### src/rtl/ssl_consts.vh
// Register map, field positions and reset values of the serial line block
`ifndef SSL_CONSTS_VH
`define SSL_CONSTS_VH
`define SSL_OFF_RXCTRL 5'h00
`define SSL_OFF_TXCTRL 5'h04
`define SSL_OFF_PARAM 5'h08
`define SSL_OFF_RXBUF 5'h0c
`define SSL_OFF_TXBUF 5'h10
`define SSL_RXC_HUNT 0
`define SSL_RXC_IE 1
`define SSL_RXC_RING 5
`define SSL_RXC_SYNCD 6
`define SSL_RXC_DONE 7
`define SSL_TXC_SEND 0
`define SSL_TXC_HDX 1
`define SSL_TXC_IE 2
`define SSL_TXC_DONE 6
`define SSL_TXC_MRST 7
`define SSL_RXB_OVRN 14
`define SSL_MODE_ISO 2'h0
`define SSL_MODE_INT 2'h1
`define SSL_MODE_EXT 2'h2
`define SSL_PAR_RST 16'h0000
`define SSL_RXBUF_RST 8'hff
`define SSL_RESP_OKAY 2'h0
`define SSL_RESP_SLVERR 2'h2
`endif

### src/rtl/ssl_sync2.v
// Two flip-flop synchroniser for pins from outside the clock domain
`timescale 1ns/1ps
module ssl_sync2 #(
  parameter W = 1
) (
  // Clock and reset
  input wire ref_clk_i,
  input wire resetn_i,
  // Asynchronous in, synchronous out
  input wire [W-1:0] d_i,
  output wire [W-1:0] q_o
);
  reg [W-1:0] meta_r;
  reg [W-1:0] sync_r;

  // First stage feeds only the second stage
  always @(posedge ref_clk_i) begin
    if (!resetn_i) begin
      meta_r <= {W{1'b0}};
      sync_r <= {W{1'b0}};
    end else begin
      meta_r <= d_i;
      sync_r <= meta_r;
    end
  end

  assign q_o = sync_r;
endmodule

### src/rtl/ssl_top.v
// Synchronous serial line: AXI4-Lite registers, transmitter and receiver
// How it works
// [RQ1] Reset input initializes everything, no software needed
// [RQ2] Master reset bit clears all block logic; here bus slave state, pin synchronisers and edge history are kept
// [RQ3] Ring line from modem raises receiver interrupt
// [RQ4] Load while send set starts shifting, sets done
// [RQ5] Buffered character follows current one immediately
// [RQ6] Software reloads on done, clears send at end
// [RQ7] Send cleared: finish character, then hold mark
// [RQ8] Transmit done holds its state while send clear
// [RQ9] Synchronous underrun sends the sync character
// [RQ10] Isochronous underrun pauses until next load
// [RQ11] Receiver takes serial bits only while hunting
// [RQ12] No character framed before receiver synchronized
// [RQ13] After sync, frame next character, set ready
// [RQ14] Receive ready raises receiver interrupt request
// [RQ15] Unread character overwritten sets overrun flag
// [RQ16] Bus decode yields one load strobe per register; PARAM has two, ld_par_lo and ld_par_hi, one per byte
// [RQ17] Parameter write loads receiver and transmitter copies
// [RQ18] Receive buffer read drives received data onto bus
// [RQ19] Idle: buffer ones, rx flags clear, mark, done
// [RQ20] Send with half duplex inhibits receiver clock
// [RQ21] Internal sync needs two contiguous sync characters
// [RQ22] Receiver interrupt served before transmitter interrupt
//
// Chosen here: the address map and the AXI4-Lite slave port.
`timescale 1ns/1ps
`include "ssl_consts.vh"
module ssl_top #(
  parameter ADDR_W = 5
) (
  // Clock and reset
  input wire ref_clk_i,
  input wire resetn_i,
  // AXI4-Lite write channels
  input wire s_axi_awvalid_i,
  output wire s_axi_awready_o,
  input wire [ADDR_W-1:0] s_axi_awaddr_i,
  input wire s_axi_wvalid_i,
  output wire s_axi_wready_o,
  input wire [31:0] s_axi_wdata_i,
  input wire [3:0] s_axi_wstrb_i,
  output wire s_axi_bvalid_o,
  input wire s_axi_bready_i,
  output wire [1:0] s_axi_bresp_o,
  // AXI4-Lite read channels
  input wire s_axi_arvalid_i,
  output wire s_axi_arready_o,
  input wire [ADDR_W-1:0] s_axi_araddr_i,
  output wire s_axi_rvalid_o,
  input wire s_axi_rready_i,
  output wire [31:0] s_axi_rdata_o,
  output wire [1:0] s_axi_rresp_o,
  // Modem side
  input wire tx_clk_i,
  input wire rx_clk_i,
  input wire rx_data_i,
  input wire ring_i,
  input wire ext_sync_i,
  output wire tx_data_o,
  // Interrupt requests
  output wire rx_irq_o,
  output wire tx_irq_o
);
  localparam TX_IDLE = 2'b01;
  localparam TX_SHIFT = 2'b10;
  localparam RX_HUNT = 4'b0001;
  localparam RX_SYN1 = 4'b0010;
  localparam RX_FRAME = 4'b0100;
  localparam RX_STOP = 4'b1000;

  // Modem pins through two flops each
  wire [4:0] pin_s;
  ssl_sync2 #(.W(5)) u_sync (
    .ref_clk_i(ref_clk_i),
    .resetn_i(resetn_i),
    .d_i({ext_sync_i, ring_i, rx_data_i, rx_clk_i, tx_clk_i}),
    .q_o(pin_s)
  );
  wire tclk_s = pin_s[0];
  wire rclk_s = pin_s[1];
  wire rxd_s = pin_s[2];
  wire ring_s = pin_s[3];
  wire esync_s = pin_s[4];

  reg mrst_r;
  wire srst = !resetn_i | mrst_r; // [RQ1] [RQ2]

  // Bus slave state, reset only by the reset pin so a pending answer survives
  reg aw_full_r, w_full_r, bvalid_r, rvalid_r;
  reg [ADDR_W-1:0] awaddr_r;
  reg [31:0] wdata_r, rdata_r;
  reg [3:0] wstrb_r;
  reg [1:0] bresp_r, rresp_r;
  wire do_wr = aw_full_r & w_full_r & !bvalid_r;
  wire rd_go = s_axi_arvalid_i & !rvalid_r;

  // Load strobes from the address decode
  wire ld_rxc = do_wr & (awaddr_r == `SSL_OFF_RXCTRL) & wstrb_r[0]; // [RQ16]
  wire ld_txc = do_wr & (awaddr_r == `SSL_OFF_TXCTRL) & wstrb_r[0]; // [RQ16]
  wire ld_par_lo = do_wr & (awaddr_r == `SSL_OFF_PARAM) & wstrb_r[0]; // [RQ16]
  wire ld_par_hi = do_wr & (awaddr_r == `SSL_OFF_PARAM) & wstrb_r[1]; // [RQ16]
  wire ld_txb = do_wr & (awaddr_r == `SSL_OFF_TXBUF) & wstrb_r[0]; // [RQ16]
  wire wr_hit = (awaddr_r == `SSL_OFF_RXCTRL) | (awaddr_r == `SSL_OFF_TXCTRL) |
                (awaddr_r == `SSL_OFF_PARAM) | (awaddr_r == `SSL_OFF_TXBUF);
  wire rd_rxb = rd_go & (s_axi_araddr_i == `SSL_OFF_RXBUF); // [RQ18]

  // Control and status state
  reg hunt_r, rx_ie_r, ring_r, send_r, hdx_r, tx_ie_r;
  reg rx_done_r, ovrn_r, tx_done_r, tx_full_r;
  reg [15:0] rx_par_r, tx_par_r;
  reg [7:0] rxbuf_r, txbuf_r;
  reg [1:0] tx_st_r;
  reg [3:0] rx_st_r;
  reg [9:0] tx_sr_r;
  reg [3:0] tx_cnt_r, rx_cnt_r;
  reg [7:0] rx_sr_r;
  reg tx_out_r, tclk_d_r, rclk_d_r, ring_d_r;

  // Write address and data taken in either order
  always @(posedge ref_clk_i) begin
    if (!resetn_i) begin
      aw_full_r <= 1'b0;
      w_full_r <= 1'b0;
      bvalid_r <= 1'b0;
      bresp_r <= `SSL_RESP_OKAY;
      awaddr_r <= {ADDR_W{1'b0}};
      wdata_r <= 32'h0000_0000;
      wstrb_r <= 4'h0;
      mrst_r <= 1'b0;
    end else begin
      mrst_r <= ld_txc & wdata_r[`SSL_TXC_MRST]; // [RQ2]
      if (s_axi_awvalid_i & !aw_full_r) begin
        aw_full_r <= 1'b1;
        awaddr_r <= s_axi_awaddr_i;
      end
      if (s_axi_wvalid_i & !w_full_r) begin
        w_full_r <= 1'b1;
        wdata_r <= s_axi_wdata_i;
        wstrb_r <= s_axi_wstrb_i;
      end
      if (do_wr) begin
        aw_full_r <= 1'b0;
        w_full_r <= 1'b0;
        bvalid_r <= 1'b1;
        bresp_r <= wr_hit ? `SSL_RESP_OKAY : `SSL_RESP_SLVERR;
      end else if (bvalid_r & s_axi_bready_i) begin
        bvalid_r <= 1'b0;
      end
    end
  end

  // Read answer registered one cycle after the address is taken
  always @(posedge ref_clk_i) begin
    if (!resetn_i) begin
      rvalid_r <= 1'b0;
      rdata_r <= 32'h0000_0000;
      rresp_r <= `SSL_RESP_OKAY;
    end else if (rd_go) begin
      rvalid_r <= 1'b1;
      rresp_r <= `SSL_RESP_OKAY;
      rdata_r <= 32'h0000_0000;
      case (s_axi_araddr_i)
        `SSL_OFF_RXCTRL: rdata_r[7:0] <= {rx_done_r, (rx_st_r == RX_FRAME) |
          (rx_st_r == RX_STOP), ring_r, 3'h0, rx_ie_r, hunt_r};
        `SSL_OFF_TXCTRL: rdata_r[6:0] <= {tx_done_r, 3'h0, tx_ie_r, hdx_r, send_r};
        `SSL_OFF_PARAM: rdata_r[15:0] <= tx_par_r;
        `SSL_OFF_RXBUF: rdata_r[15:0] <= {1'b0, ovrn_r, 6'h00, rxbuf_r}; // [RQ18]
        `SSL_OFF_TXBUF: rdata_r <= 32'h0000_0000;
        default: rresp_r <= `SSL_RESP_SLVERR;
      endcase
    end else if (rvalid_r & s_axi_rready_i) begin
      rvalid_r <= 1'b0;
    end
  end

  // Control bits and parameter copies
  always @(posedge ref_clk_i) begin
    if (srst) begin
      hunt_r <= 1'b0;
      rx_ie_r <= 1'b0;
      send_r <= 1'b0;
      hdx_r <= 1'b0;
      tx_ie_r <= 1'b0;
      rx_par_r <= `SSL_PAR_RST;
      tx_par_r <= `SSL_PAR_RST;
    end else begin
      if (ld_rxc) begin
        hunt_r <= wdata_r[`SSL_RXC_HUNT];
        rx_ie_r <= wdata_r[`SSL_RXC_IE];
      end
      if (ld_txc) begin
        send_r <= wdata_r[`SSL_TXC_SEND];
        hdx_r <= wdata_r[`SSL_TXC_HDX];
        tx_ie_r <= wdata_r[`SSL_TXC_IE];
      end
      // Both copies from one strobe so they never disagree
      if (ld_par_lo) begin
        rx_par_r[7:0] <= wdata_r[7:0]; // [RQ17]
        tx_par_r[7:0] <= wdata_r[7:0]; // [RQ17]
      end
      if (ld_par_hi) begin
        rx_par_r[15:8] <= wdata_r[15:8]; // [RQ17]
        tx_par_r[15:8] <= wdata_r[15:8]; // [RQ17]
      end
    end
  end

  // Edge history follows the pins through a master reset, so no false edge follows it
  always @(posedge ref_clk_i) begin
    if (!resetn_i) begin
      tclk_d_r <= 1'b0;
      rclk_d_r <= 1'b0;
      ring_d_r <= 1'b0;
    end else begin
      tclk_d_r <= tclk_s;
      rclk_d_r <= rclk_s;
      ring_d_r <= ring_s;
    end
  end
  wire tx_fall = tclk_d_r & !tclk_s;
  wire rx_rise = rclk_s & !rclk_d_r;
  wire ring_rise = ring_s & !ring_d_r;

  // Transmit character geometry
  wire [1:0] tx_mode = tx_par_r[1:0];
  wire [3:0] tx_len = 4'h5 + {2'b00, tx_par_r[3:2]};
  wire [7:0] tx_mask = 8'hff >> (4'h8 - tx_len);
  wire tx_take = send_r & tx_full_r; // [RQ4] [RQ5]
  wire tx_fill = send_r & (tx_mode != `SSL_MODE_ISO) & (tx_st_r == TX_SHIFT); // [RQ9]
  wire [7:0] tx_char = tx_take ? (txbuf_r & tx_mask) : (tx_par_r[15:8] & tx_mask);
  // Isochronous frame is start bit, data, stop bit, lsb first
  wire [9:0] tx_frame = (10'h001 << (tx_len + 4'h1)) | {1'b0, tx_char, 1'b0};
  wire [9:0] tx_word = (tx_mode == `SSL_MODE_ISO) ? tx_frame : {2'b00, tx_char};
  wire [3:0] tx_bits = (tx_mode == `SSL_MODE_ISO) ? tx_len + 4'h1 : tx_len - 4'h1;

  // Transmitter: bits change on the falling modem clock edge
  always @(posedge ref_clk_i) begin
    if (srst) begin
      tx_st_r <= TX_IDLE;
      tx_out_r <= 1'b1; // [RQ19]
      tx_done_r <= 1'b1; // [RQ19]
      tx_full_r <= 1'b0;
      txbuf_r <= 8'h00;
      tx_sr_r <= 10'h3ff;
      tx_cnt_r <= 4'h0;
    end else begin
      if (tx_fall) begin
        if (tx_cnt_r != 4'h0) begin
          // Current character runs out whatever send does
          tx_out_r <= tx_sr_r[0]; // [RQ7]
          tx_sr_r <= {1'b1, tx_sr_r[9:1]};
          tx_cnt_r <= tx_cnt_r - 4'h1;
        end else if (tx_take | tx_fill) begin
          tx_st_r <= TX_SHIFT;
          tx_out_r <= tx_word[0]; // [RQ4] [RQ5] [RQ9]
          tx_sr_r <= {1'b1, tx_word[9:1]};
          tx_cnt_r <= tx_bits;
          if (tx_take) begin
            tx_full_r <= 1'b0;
            tx_done_r <= 1'b1; // [RQ4]
          end
        end else begin
          // Send cleared, or isochronous underrun: rest at mark
          tx_st_r <= TX_IDLE; // [RQ7] [RQ10]
          tx_out_r <= 1'b1; // [RQ7] [RQ10]
        end
      end
      // A load refills the buffer; done only moves while send is set
      if (ld_txb) begin
        txbuf_r <= wdata_r[7:0]; // [RQ4]
        tx_full_r <= 1'b1;
        if (send_r) begin
          tx_done_r <= 1'b0; // [RQ8]
        end
      end
    end
  end

  // Receive character geometry
  wire [1:0] rx_mode = rx_par_r[1:0];
  wire [3:0] rx_len = 4'h5 + {2'b00, rx_par_r[3:2]};
  wire [7:0] rx_mask = 8'hff >> (4'h8 - rx_len);
  wire rx_en = rx_rise & hunt_r & !(send_r & hdx_r); // [RQ11] [RQ20]
  wire [7:0] rx_sr_n = {rxd_s, rx_sr_r[7:1]};
  wire [7:0] rx_char = rx_sr_n >> (4'h8 - rx_len);
  wire rx_is_sync = rx_char == (rx_par_r[15:8] & rx_mask);
  wire rx_last = rx_cnt_r == 4'h1;
  wire rx_deliver = rx_en & (rx_st_r == RX_FRAME) & rx_last; // [RQ12] [RQ13]
  wire ext_lost = (rx_mode == `SSL_MODE_EXT) & !esync_s;

  // Receiver hunt, synchronisation and framing
  always @(posedge ref_clk_i) begin
    if (srst) begin
      rx_st_r <= RX_HUNT;
      rx_sr_r <= 8'h00;
      rx_cnt_r <= 4'h0;
    end else if (!hunt_r) begin
      rx_st_r <= RX_HUNT; // [RQ11]
      rx_cnt_r <= 4'h0;
    end else if (rx_en) begin
      rx_sr_r <= rx_sr_n;
      rx_cnt_r <= rx_cnt_r - 4'h1;
      case (rx_st_r)
        RX_HUNT: begin
          if ((rx_mode == `SSL_MODE_INT) & rx_is_sync) begin
            rx_st_r <= RX_SYN1; // [RQ21]
            rx_cnt_r <= rx_len;
          end else if (((rx_mode == `SSL_MODE_EXT) & esync_s) |
                       ((rx_mode == `SSL_MODE_ISO) & !rxd_s)) begin
            rx_st_r <= RX_FRAME; // [RQ12]
            rx_cnt_r <= rx_len;
          end
        end
        RX_SYN1: begin
          // Second sync must follow the first with no gap
          if (rx_last) begin
            rx_st_r <= rx_is_sync ? RX_FRAME : RX_HUNT; // [RQ21]
            rx_cnt_r <= rx_len;
          end
        end
        RX_FRAME: begin
          if (ext_lost) begin
            rx_st_r <= RX_HUNT;
          end else if (rx_last) begin
            rx_st_r <= (rx_mode == `SSL_MODE_ISO) ? RX_STOP : RX_FRAME; // [RQ13]
            rx_cnt_r <= rx_len;
          end
        end
        RX_STOP: rx_st_r <= RX_HUNT;
        default: rx_st_r <= RX_HUNT;
      endcase
    end else if (ext_lost & (rx_st_r == RX_FRAME)) begin
      rx_st_r <= RX_HUNT;
    end
  end

  // Receive buffer and flags; a new event beats a same-cycle clear
  always @(posedge ref_clk_i) begin
    if (srst) begin
      rxbuf_r <= `SSL_RXBUF_RST; // [RQ19]
      rx_done_r <= 1'b0; // [RQ19]
      ovrn_r <= 1'b0; // [RQ19]
      ring_r <= 1'b0;
    end else begin
      if (rd_rxb) begin
        rx_done_r <= 1'b0;
        ovrn_r <= 1'b0;
      end
      if (ld_rxc & wdata_r[`SSL_RXC_RING]) begin
        ring_r <= 1'b0;
      end
      if (ring_rise) begin
        ring_r <= 1'b1; // [RQ3]
      end
      if (rx_deliver) begin
        rxbuf_r <= rx_char; // [RQ13]
        rx_done_r <= 1'b1; // [RQ13]
        if (rx_done_r & !rd_rxb) begin
          ovrn_r <= 1'b1; // [RQ15]
        end
      end
    end
  end

  // Interrupt requests, receiver ahead of transmitter
  wire rx_req = rx_ie_r & (rx_done_r | ring_r); // [RQ3] [RQ14]
  wire tx_req = tx_ie_r & tx_done_r;
  assign rx_irq_o = rx_req;
  assign tx_irq_o = tx_req & !rx_req; // [RQ22]

  // Port drives
  assign s_axi_awready_o = !aw_full_r;
  assign s_axi_wready_o = !w_full_r;
  assign s_axi_bvalid_o = bvalid_r;
  assign s_axi_bresp_o = bresp_r;
  assign s_axi_arready_o = !rvalid_r;
  assign s_axi_rvalid_o = rvalid_r;
  assign s_axi_rdata_o = rdata_r;
  assign s_axi_rresp_o = rresp_r;
  assign tx_data_o = tx_out_r;
endmodule

### config.mk
export PLATFORM = sky130hd
export DESIGN_NAME = ssl_top
export DESIGN_NICKNAME = d
export VERILOG_FILES = /design/src/rtl/ssl_sync2.v /design/src/rtl/ssl_top.v
export VERILOG_INCLUDE_DIRS = /design/src /design/src/rtl
export SDC_FILE = /design/constraint.sdc
export NUM_CORES = 1
export LEC_CHECK = 0
export ABC_AREA = 1
export BUFFER_PORTS_ARGS = -buffer_cell sky130_fd_sc_hd__buf_2
export CAP_MARGIN = 15
export CORE_ASPECT_RATIO = 0.8
export CORE_MARGIN = 2
export CORE_UTILIZATION = 30
export DETAILED_ROUTE_END_ITERATION = 16
export PLACE_DENSITY = 0.56
export SYNTH_ARGS = -nofsm -noshare
export SYNTH_HDL_FRONTEND = slang
export SYNTH_SLANG_ARGS = --single-unit
### constraint.sdc
create_clock -name ref_clk_i -period 4.51 [get_ports ref_clk_i]
set_input_delay 0.451 -clock ref_clk_i [delete_from_list [all_inputs] [get_ports ref_clk_i]]
set_output_delay 0.451 -clock ref_clk_i [all_outputs]
set_load 0.01 [all_outputs]
=== After elaboration in Yosys (flattened, before gate mapping) ===
Index checks and enable logic that the tools add are counted.

* Register bits after elaboration: 136
* Output and inout bits: 44
* Input port bits: 58
* Word-level logic and storage cells: 206

* Eq/ne operators: 20
* Multiplexer cells: 52
* Reduce and logical (&&, ||, !) cells: 35
* Shift-type cells: 3
* Bitwise gates (word level): 53
* $add $sub $neg: 6

{| class="wikitable"
|+ Operators with widths
! cell !! count
|-
| $mux 4 || 15
|-
| $and 1x1->1 || 39
|-
| $mux 10 || 3
|-
| $pmux 7 s4 || 1
|-
| $mux 1 || 24
|-
| $pmux 4 s3 || 2
|-
| $reduce_bool 2->1 || 10
|-
| $and 8x8->8 || 2
|-
| $pmux 8 s2 || 1
|-
| $eq 5x4->1 const B || 3
|-
| $logic_not 1->1 || 13
|-
| $sub 4x1->4 const B || 3
|-
| $eq 5x3->1 const B || 2
|-
| $eq 5x5->1 const B || 2
|-
| $logic_not 5->1 || 2
|-
| $or 10x9->10 || 1
|-
| $shl 1x4->10 const A || 1
|-
| $eq 4x1->1 const B || 2
|-
| $eq 8x8->1 || 1
|-
| $mux 8 || 1
|-
| $ne 4x4->1 const B || 2
|-
| $or 1x1->1 || 8
|-
| $reduce_and 4->1 || 2
|-
| $shr 8x4->8 || 1
|-
| other kinds (20) || 28
|}

=== Longest topological paths before layout ===
* Word-level depth: 9
* Mapped depth: 19
* Depth with buffers taken out: 18

=== By module ===
Synthesis repeated with hierarchy kept, for this count alone.

* Cells, all modules: 947
* Area total of the unflattened synthesis: 6,521.3 µm²

{| class="wikitable"
|+ Modules (own cells, without submodules)
! module !! area each (µm²) !! cells each !! times used !! sequential area each (µm²)
|-
| ssl_top || 6,234.7 || 916 || 1 || 2,442.3
|-
| ssl_sync2 || 286.5 || 31 || 1 || 200.2
|}

=== Worst setup path before layout ===
Ideal clock, no wire load.

* Kind: flip-flop to flip-flop
* Start point: reg rx_par_r[2]
* End point: reg rx_st_r[2]
* Slack: 2.064 ns
* Required time: 4.396 ns
* Path buffers: 2
* Setup time: 0.114 ns
* Period minus slack after synthesis: 2.446 ns
* Data arrival time: 2.332 ns
* Stages on the path, launching flop included: 19
* Cells stage by stage: dfxtp_1 -> inv_2 -> buf_2 -> ha_1 -> inv_2 -> nand2_2 -> nand2_2 -> buf_6 -> nand2_2 -> nand2_1 -> nand2_2 -> nand3_2 -> nand2_1 -> nor2_2 -> nand4_4 -> nand4_2 -> nand2_2 -> a21oi_1 -> nor2_1

* Longest elaborated chain between the ends: 9
* Elaborated cells on any way between the ends: 14
* Classes of those cells: add/sub: 2; eq/ne: 2; shift: 2; mux: 5; bitwise: 2; reduce/logical: 1

{| class="wikitable"
|+ Ends and longest elaborated chain
! what !! line !! text
|-
| from (decl) || ssl_top.v:111 || <nowiki>reg [15:0] rx_par_r, tx_par_r;</nowiki>
|-
| from (signal assigned) || ssl_top.v:185 || <nowiki>rx_par_r <= `SSL_PAR_RST;</nowiki>
|-
| from (signal assigned) || ssl_top.v:199 || <nowiki>rx_par_r[7:0] <= wdata_r[7:0];</nowiki>
|-
| $add 3x2->4 (*) || ssl_top.v:282 || <nowiki>wire [3:0] rx_len = 4'h5 + {2'b00, rx_par_r[3:2]};</nowiki>
|-
| $sub 4x4->4 (*) || ssl_top.v:283, ssl_top.v:286 ||
|-
| $shr 8x4->8 || ssl_top.v:283 || <nowiki>wire [7:0] rx_mask = 8'hff >> (4'h8 - rx_len);</nowiki>
|-
| $and 8x8->8 || ssl_top.v:287 || <nowiki>wire rx_is_sync = rx_char == (rx_par_r[15:8] & rx_mask);</nowiki>
|-
| $eq 8x8->1 (*) || ssl_top.v:287 ||
|-
| $mux 3 or $and 1x1->1 (tied branches) || ssl_top.v:318, ssl_top.v:306 ||
|-
| $mux 4, on equally long branches || ssl_top.v:317, ssl_top.v:306 ||
|-
| $pmux 4 s3 || ssl_top.v:304 || <nowiki>case (rx_st_r)</nowiki>
|-
| $mux 4 || ssl_top.v:301 || <nowiki>end else if (rx_en) begin</nowiki>
|-
| to (signal assigned) || ssl_top.v:318 || <nowiki>rx_st_r <= rx_is_sync ? RX_FRAME : RX_HUNT;</nowiki>
|-
| to (signal assigned) || ssl_top.v:326 || <nowiki>rx_st_r <= (rx_mode == `SSL_MODE_ISO) ? RX_STOP : RX_FRAME;</nowiki>
|-
| to (decl) || ssl_top.v:114 || <nowiki>reg [3:0] rx_st_r;</nowiki>
|}

Every way passes the cells marked *; elsewhere a longest branch is shown, timed or not. The select of a mux whose other input is x is not followed.
A chain may end at the register's enable or synchronous reset.

=== Final worst setup path ===
Ends and elaborated chain as after synthesis.

==> impl_metrics.tcl <==
set metrics [dict create \
    final-max-slew-violation-count 0 \
    commonest_cells_after_routing_fill_and_taps_aside "nand2_1, dfxtp_1, inv_1" \
    cp-end-kind "flop" \
    cp_max_fanout 11 \
    crit_arrival_ps 3680 \
    floorplan.initialDensity_pct 30.50 \
    cts_tree "yes" \
    cts.repair_timing.setup_buffer_count 0 \
    cts.reportedPaths.clkPinSlew_ps 60 \
    power_leakage_nw 3.442 \
    drtAntennaViolNets 0 \
    grt_antenna_before_repair 0 \
    ctsHoldBuffers 0 \
    status "finished, final reports clean" \
    drc_errors 0 \
    synthCells 935 \
    routed_wire_length_per_instance_um 14.16 \
    worst_clock_skew_ps 15.79 \
    n_fill_cell 2322 \
    globalplace.congestion 0.8737 \
    timing.final.setup_violations 0 \
    clk_latency_ps 430 \
    port-buffer-count 65 \
    timing.critical_path.cells "ha_1 -> buf_4 -> inv_1 -> ha_1 -> clkinv_1 -> nand2_2 -> nand2_1 -> nand3_1 -> nand2_1 -> nor2_2 -> nand4_4 -> nand4_2 -> nand2_2 -> a21oi_1 -> nor2_1" \
    globalRoute.totalOverflow 0 \
    power-per-cell-area_mw_per_mm2 352.9 \
    drt-pass1-iter-count 5 \
    route.detailed.vias_per_inst 4.837 \
    capturing_instance_or_port_of_the_critical_path "rx_st_r[2]$_SDFFE_PP0P_" \
    min_period_ps 3365 \
    actual_transition_at_the_worst_max_transition_pin_ps 1075 \
    worst-endpoint-required_ps 4820 \
    ys_types 49 \
    fin_crit_share_pct 74.62 \
    final.hold.worst_slack_ps 207.5 \
    placed_cell_area_mm2 0.007039 \
    reg2reg_depth 15 \
    cts_max_level 4 \
    drv.max_cap_violation_count 0 \
    hold_class "in -> reg" \
    critical_path.reg2reg.startpoint "rx_par_r[2]$_SDFFE_PP0P_" \
    clock.fmax_mhz 297.1 \
    ys_async_sr_fraction_pct 0 \
    post-route-cell-area_mm2 0.007595 \
    io-pin-count 102 \
    die-area_mm2 0.02312 \
    finalWirelength_um 18050 \
    coreArea_mm2 0.02156 \
    place_hpwl_um 13080 \
    maximum_number_of_pins_on_one_net_before_global_route_repair 47 \
    setup.reg_to_reg.worst_slack_ps 1140 \
    grt_pass1_vias 5513 \
    timing.final.hold_violations 0 \
    cts.path.max_buffers 2 \
    timing.critical_path.slowest_cell_delay_ps 660 \
    core.rowCount 48 \
    dr_total_vias 6167 \
    drt-initial-drc-count 543 \
    capture_instance_of_the_worst_register_to_register_path "rx_st_r[2]$_SDFFE_PP0P_" \
    cts.root.buffer_cell "clkbuf_16" \
    yosysWarnings 0 \
    cts_buffers 17 \
    chipWidth_um 169.5 \
    stdcell_count 1275 \
    max-vdd-ir-drop_v 0.0002274 \
    layout.cells.most_common "nand2_1" \
    drive_gt1_share_pct 13.50 \
    timing.critical_path.from_type "flop" \
    syn2layout_area_growth_pct 15.51 \
    finalNetCount 1058 \
    timing.setup.critical_path_class "reg -> reg" \
    grt_first_pass_wirelength_um 29010 \
    cts_resized 0 \
    critical_path.slowest_cell "dfxtp_1" \
    synth_area_per_cell_um2 7.032 \
    postSynthRegisterBits 132 \
    grt_setup_unrepaired "no" \
    synth.yosys.seq_area_share_pct 40.19 \
    diodes 0 \
    finalSetupTns_ps 0 \
    slew-limit-headroom_pct 28.24 \
    synth_top_flop_cell "dfxtp_1" \
    die_height_um 136.4 \
    post-layout-total-power_mw 2.680 \
    clock_sinks 132 \
    mappedNetlistArea_mm2 0.006575 \
    worst_setup_path_startpoint "rx_par_r[2]$_SDFFE_PP0P_" \
    dp.cells 1243 \
    synth-edff-count 0 \
    grt_util_all_layers_pct 16.05 \
]
report_power, final:
part | internal (mW) | leakage [nW] | switching, mW
Sequential | 1.20 | 1.07 | 0.0150
Clock | 0.762 | 0.272 | 0.545
Combinational | 0.0500 | 2.10 | 0.109
routing by layer:
| layer | track usage, % | routed length (um) |
|---|---|---|
| met1 | 23.26 | 9201 |
| met2 | 23.90 | 7629 |
| met3 | 3.348 | 1016 |
| met4 | 4.701 | 205 |
| met5 | 0 | 0 |
worst min path at each step:
stage / slack (ps) / end / from / cells past startpoint
floorplan: 390 / u_sync.q_o[0]$_SDFF_PN0_ / u_sync.meta_r[0]$_SDFF_PN0_ / 2
global placement: 400 / u_sync.q_o[0]$_SDFF_PN0_ / u_sync.meta_r[0]$_SDFF_PN0_ / 2
detailed placement: 400 / u_sync.q_o[0]$_SDFF_PN0_ / u_sync.meta_r[0]$_SDFF_PN0_ / 2
CTS: 190 / u_sync.meta_r[2]$_SDFF_PN0_ / rx_data_i / 3
global route: 210 / u_sync.meta_r[3]$_SDFF_PN0_ / ring_i / 3
finish: 210 / u_sync.meta_r[3]$_SDFF_PN0_ / ring_i / 3
cell type report:
| cell class | count | area, um^2 | area share [%] |
|---|---|---|---|
| Tap cell | 275 | 344.1 | 4.530 |
| Multi-Input combinational cell | 642 | 3224 | 42.45 |
| Inverter | 124 | 465.4 | 6.128 |
| Sequential cell | 132 | 2643 | 34.79 |
| Clock buffer | 18 | 429.2 | 5.651 |
| Timing Repair Buffer | 70 | 362.8 | 4.778 |
| Clock inverter | 14 | 126.4 | 1.664 |
synthesized netlist by cell type (4+ instances only):
cell        n  area [um^2]
inv_1     119        446.7
nand4_1     8        50.05
a21oi_1   100        500.5
clkbuf_1   27        101.4
nor3_1      6        30.03
dfxtp_1   132         2643
nand2_1   207        777.0
a211oi_1   12        90.09
nor2_1     59        221.5
ha_1       13        162.7
nand3_2     6        60.06
nand3_1    47        235.2
buf_2       4        20.02
o211ai_1    6        45.04
nand2_2    11        68.82
o21ai_0    99        495.5
a31oi_1    10        62.56
buf_4      20        150.1
o22ai_1     4        25.02
logic make-up (layout without fill, tap and decap cells):
family	count (synthesis)	count (layout)	synth area share, %
adder cells (fa/ha/maj)	13	13	2.474
AO/OA/AOI/OAI	248	248	20.69
flip-flops	132	132	40.19
buffers and inverters	178	226	11.78
AND/OR/NAND/NOR	359	359	24.17
other	1	18	0.05703
XOR/XNOR	4	4	0.6471
per-stage QoR:
stage / util, % / setup WS, ps
6_report: 35.23 / 1145
5_1_grt: 35.23 / 821.9
4_1_cts: 35.23 / 1181
3_5_place_dp: 32.65 / 1186
3_3_place_gp: 32.65 / 1238
2_1_floorplan: - / 2064
registers in the layout, summed over array words and instances (netlist names), 4 cells and up:
name / cells
u_sync.meta_r: 5
u_sync.q_o: 5
tx_cnt_r: 4
rx_st_r: 4
rxbuf_r: 8
wdata_r: 16
tx_sr_r: 9
txbuf_r: 8
awaddr_r: 5
rx_sr_r: 7
s_axi_rdata_o: 16
rx_cnt_r: 4
rx_par_r: 8
tx_par_r: 8
worst max-delay path: cells and delay by family (launching register included):
kind,cells,cell delay [ps]
AND/OR/NAND/NOR,9,1100
buffers and inverters,3,620
flip-flops,1,660
AO/OA/AOI/OAI,1,130
adder cells (fa/ha/maj),2,720
Power figures use the tool's default switching activity.
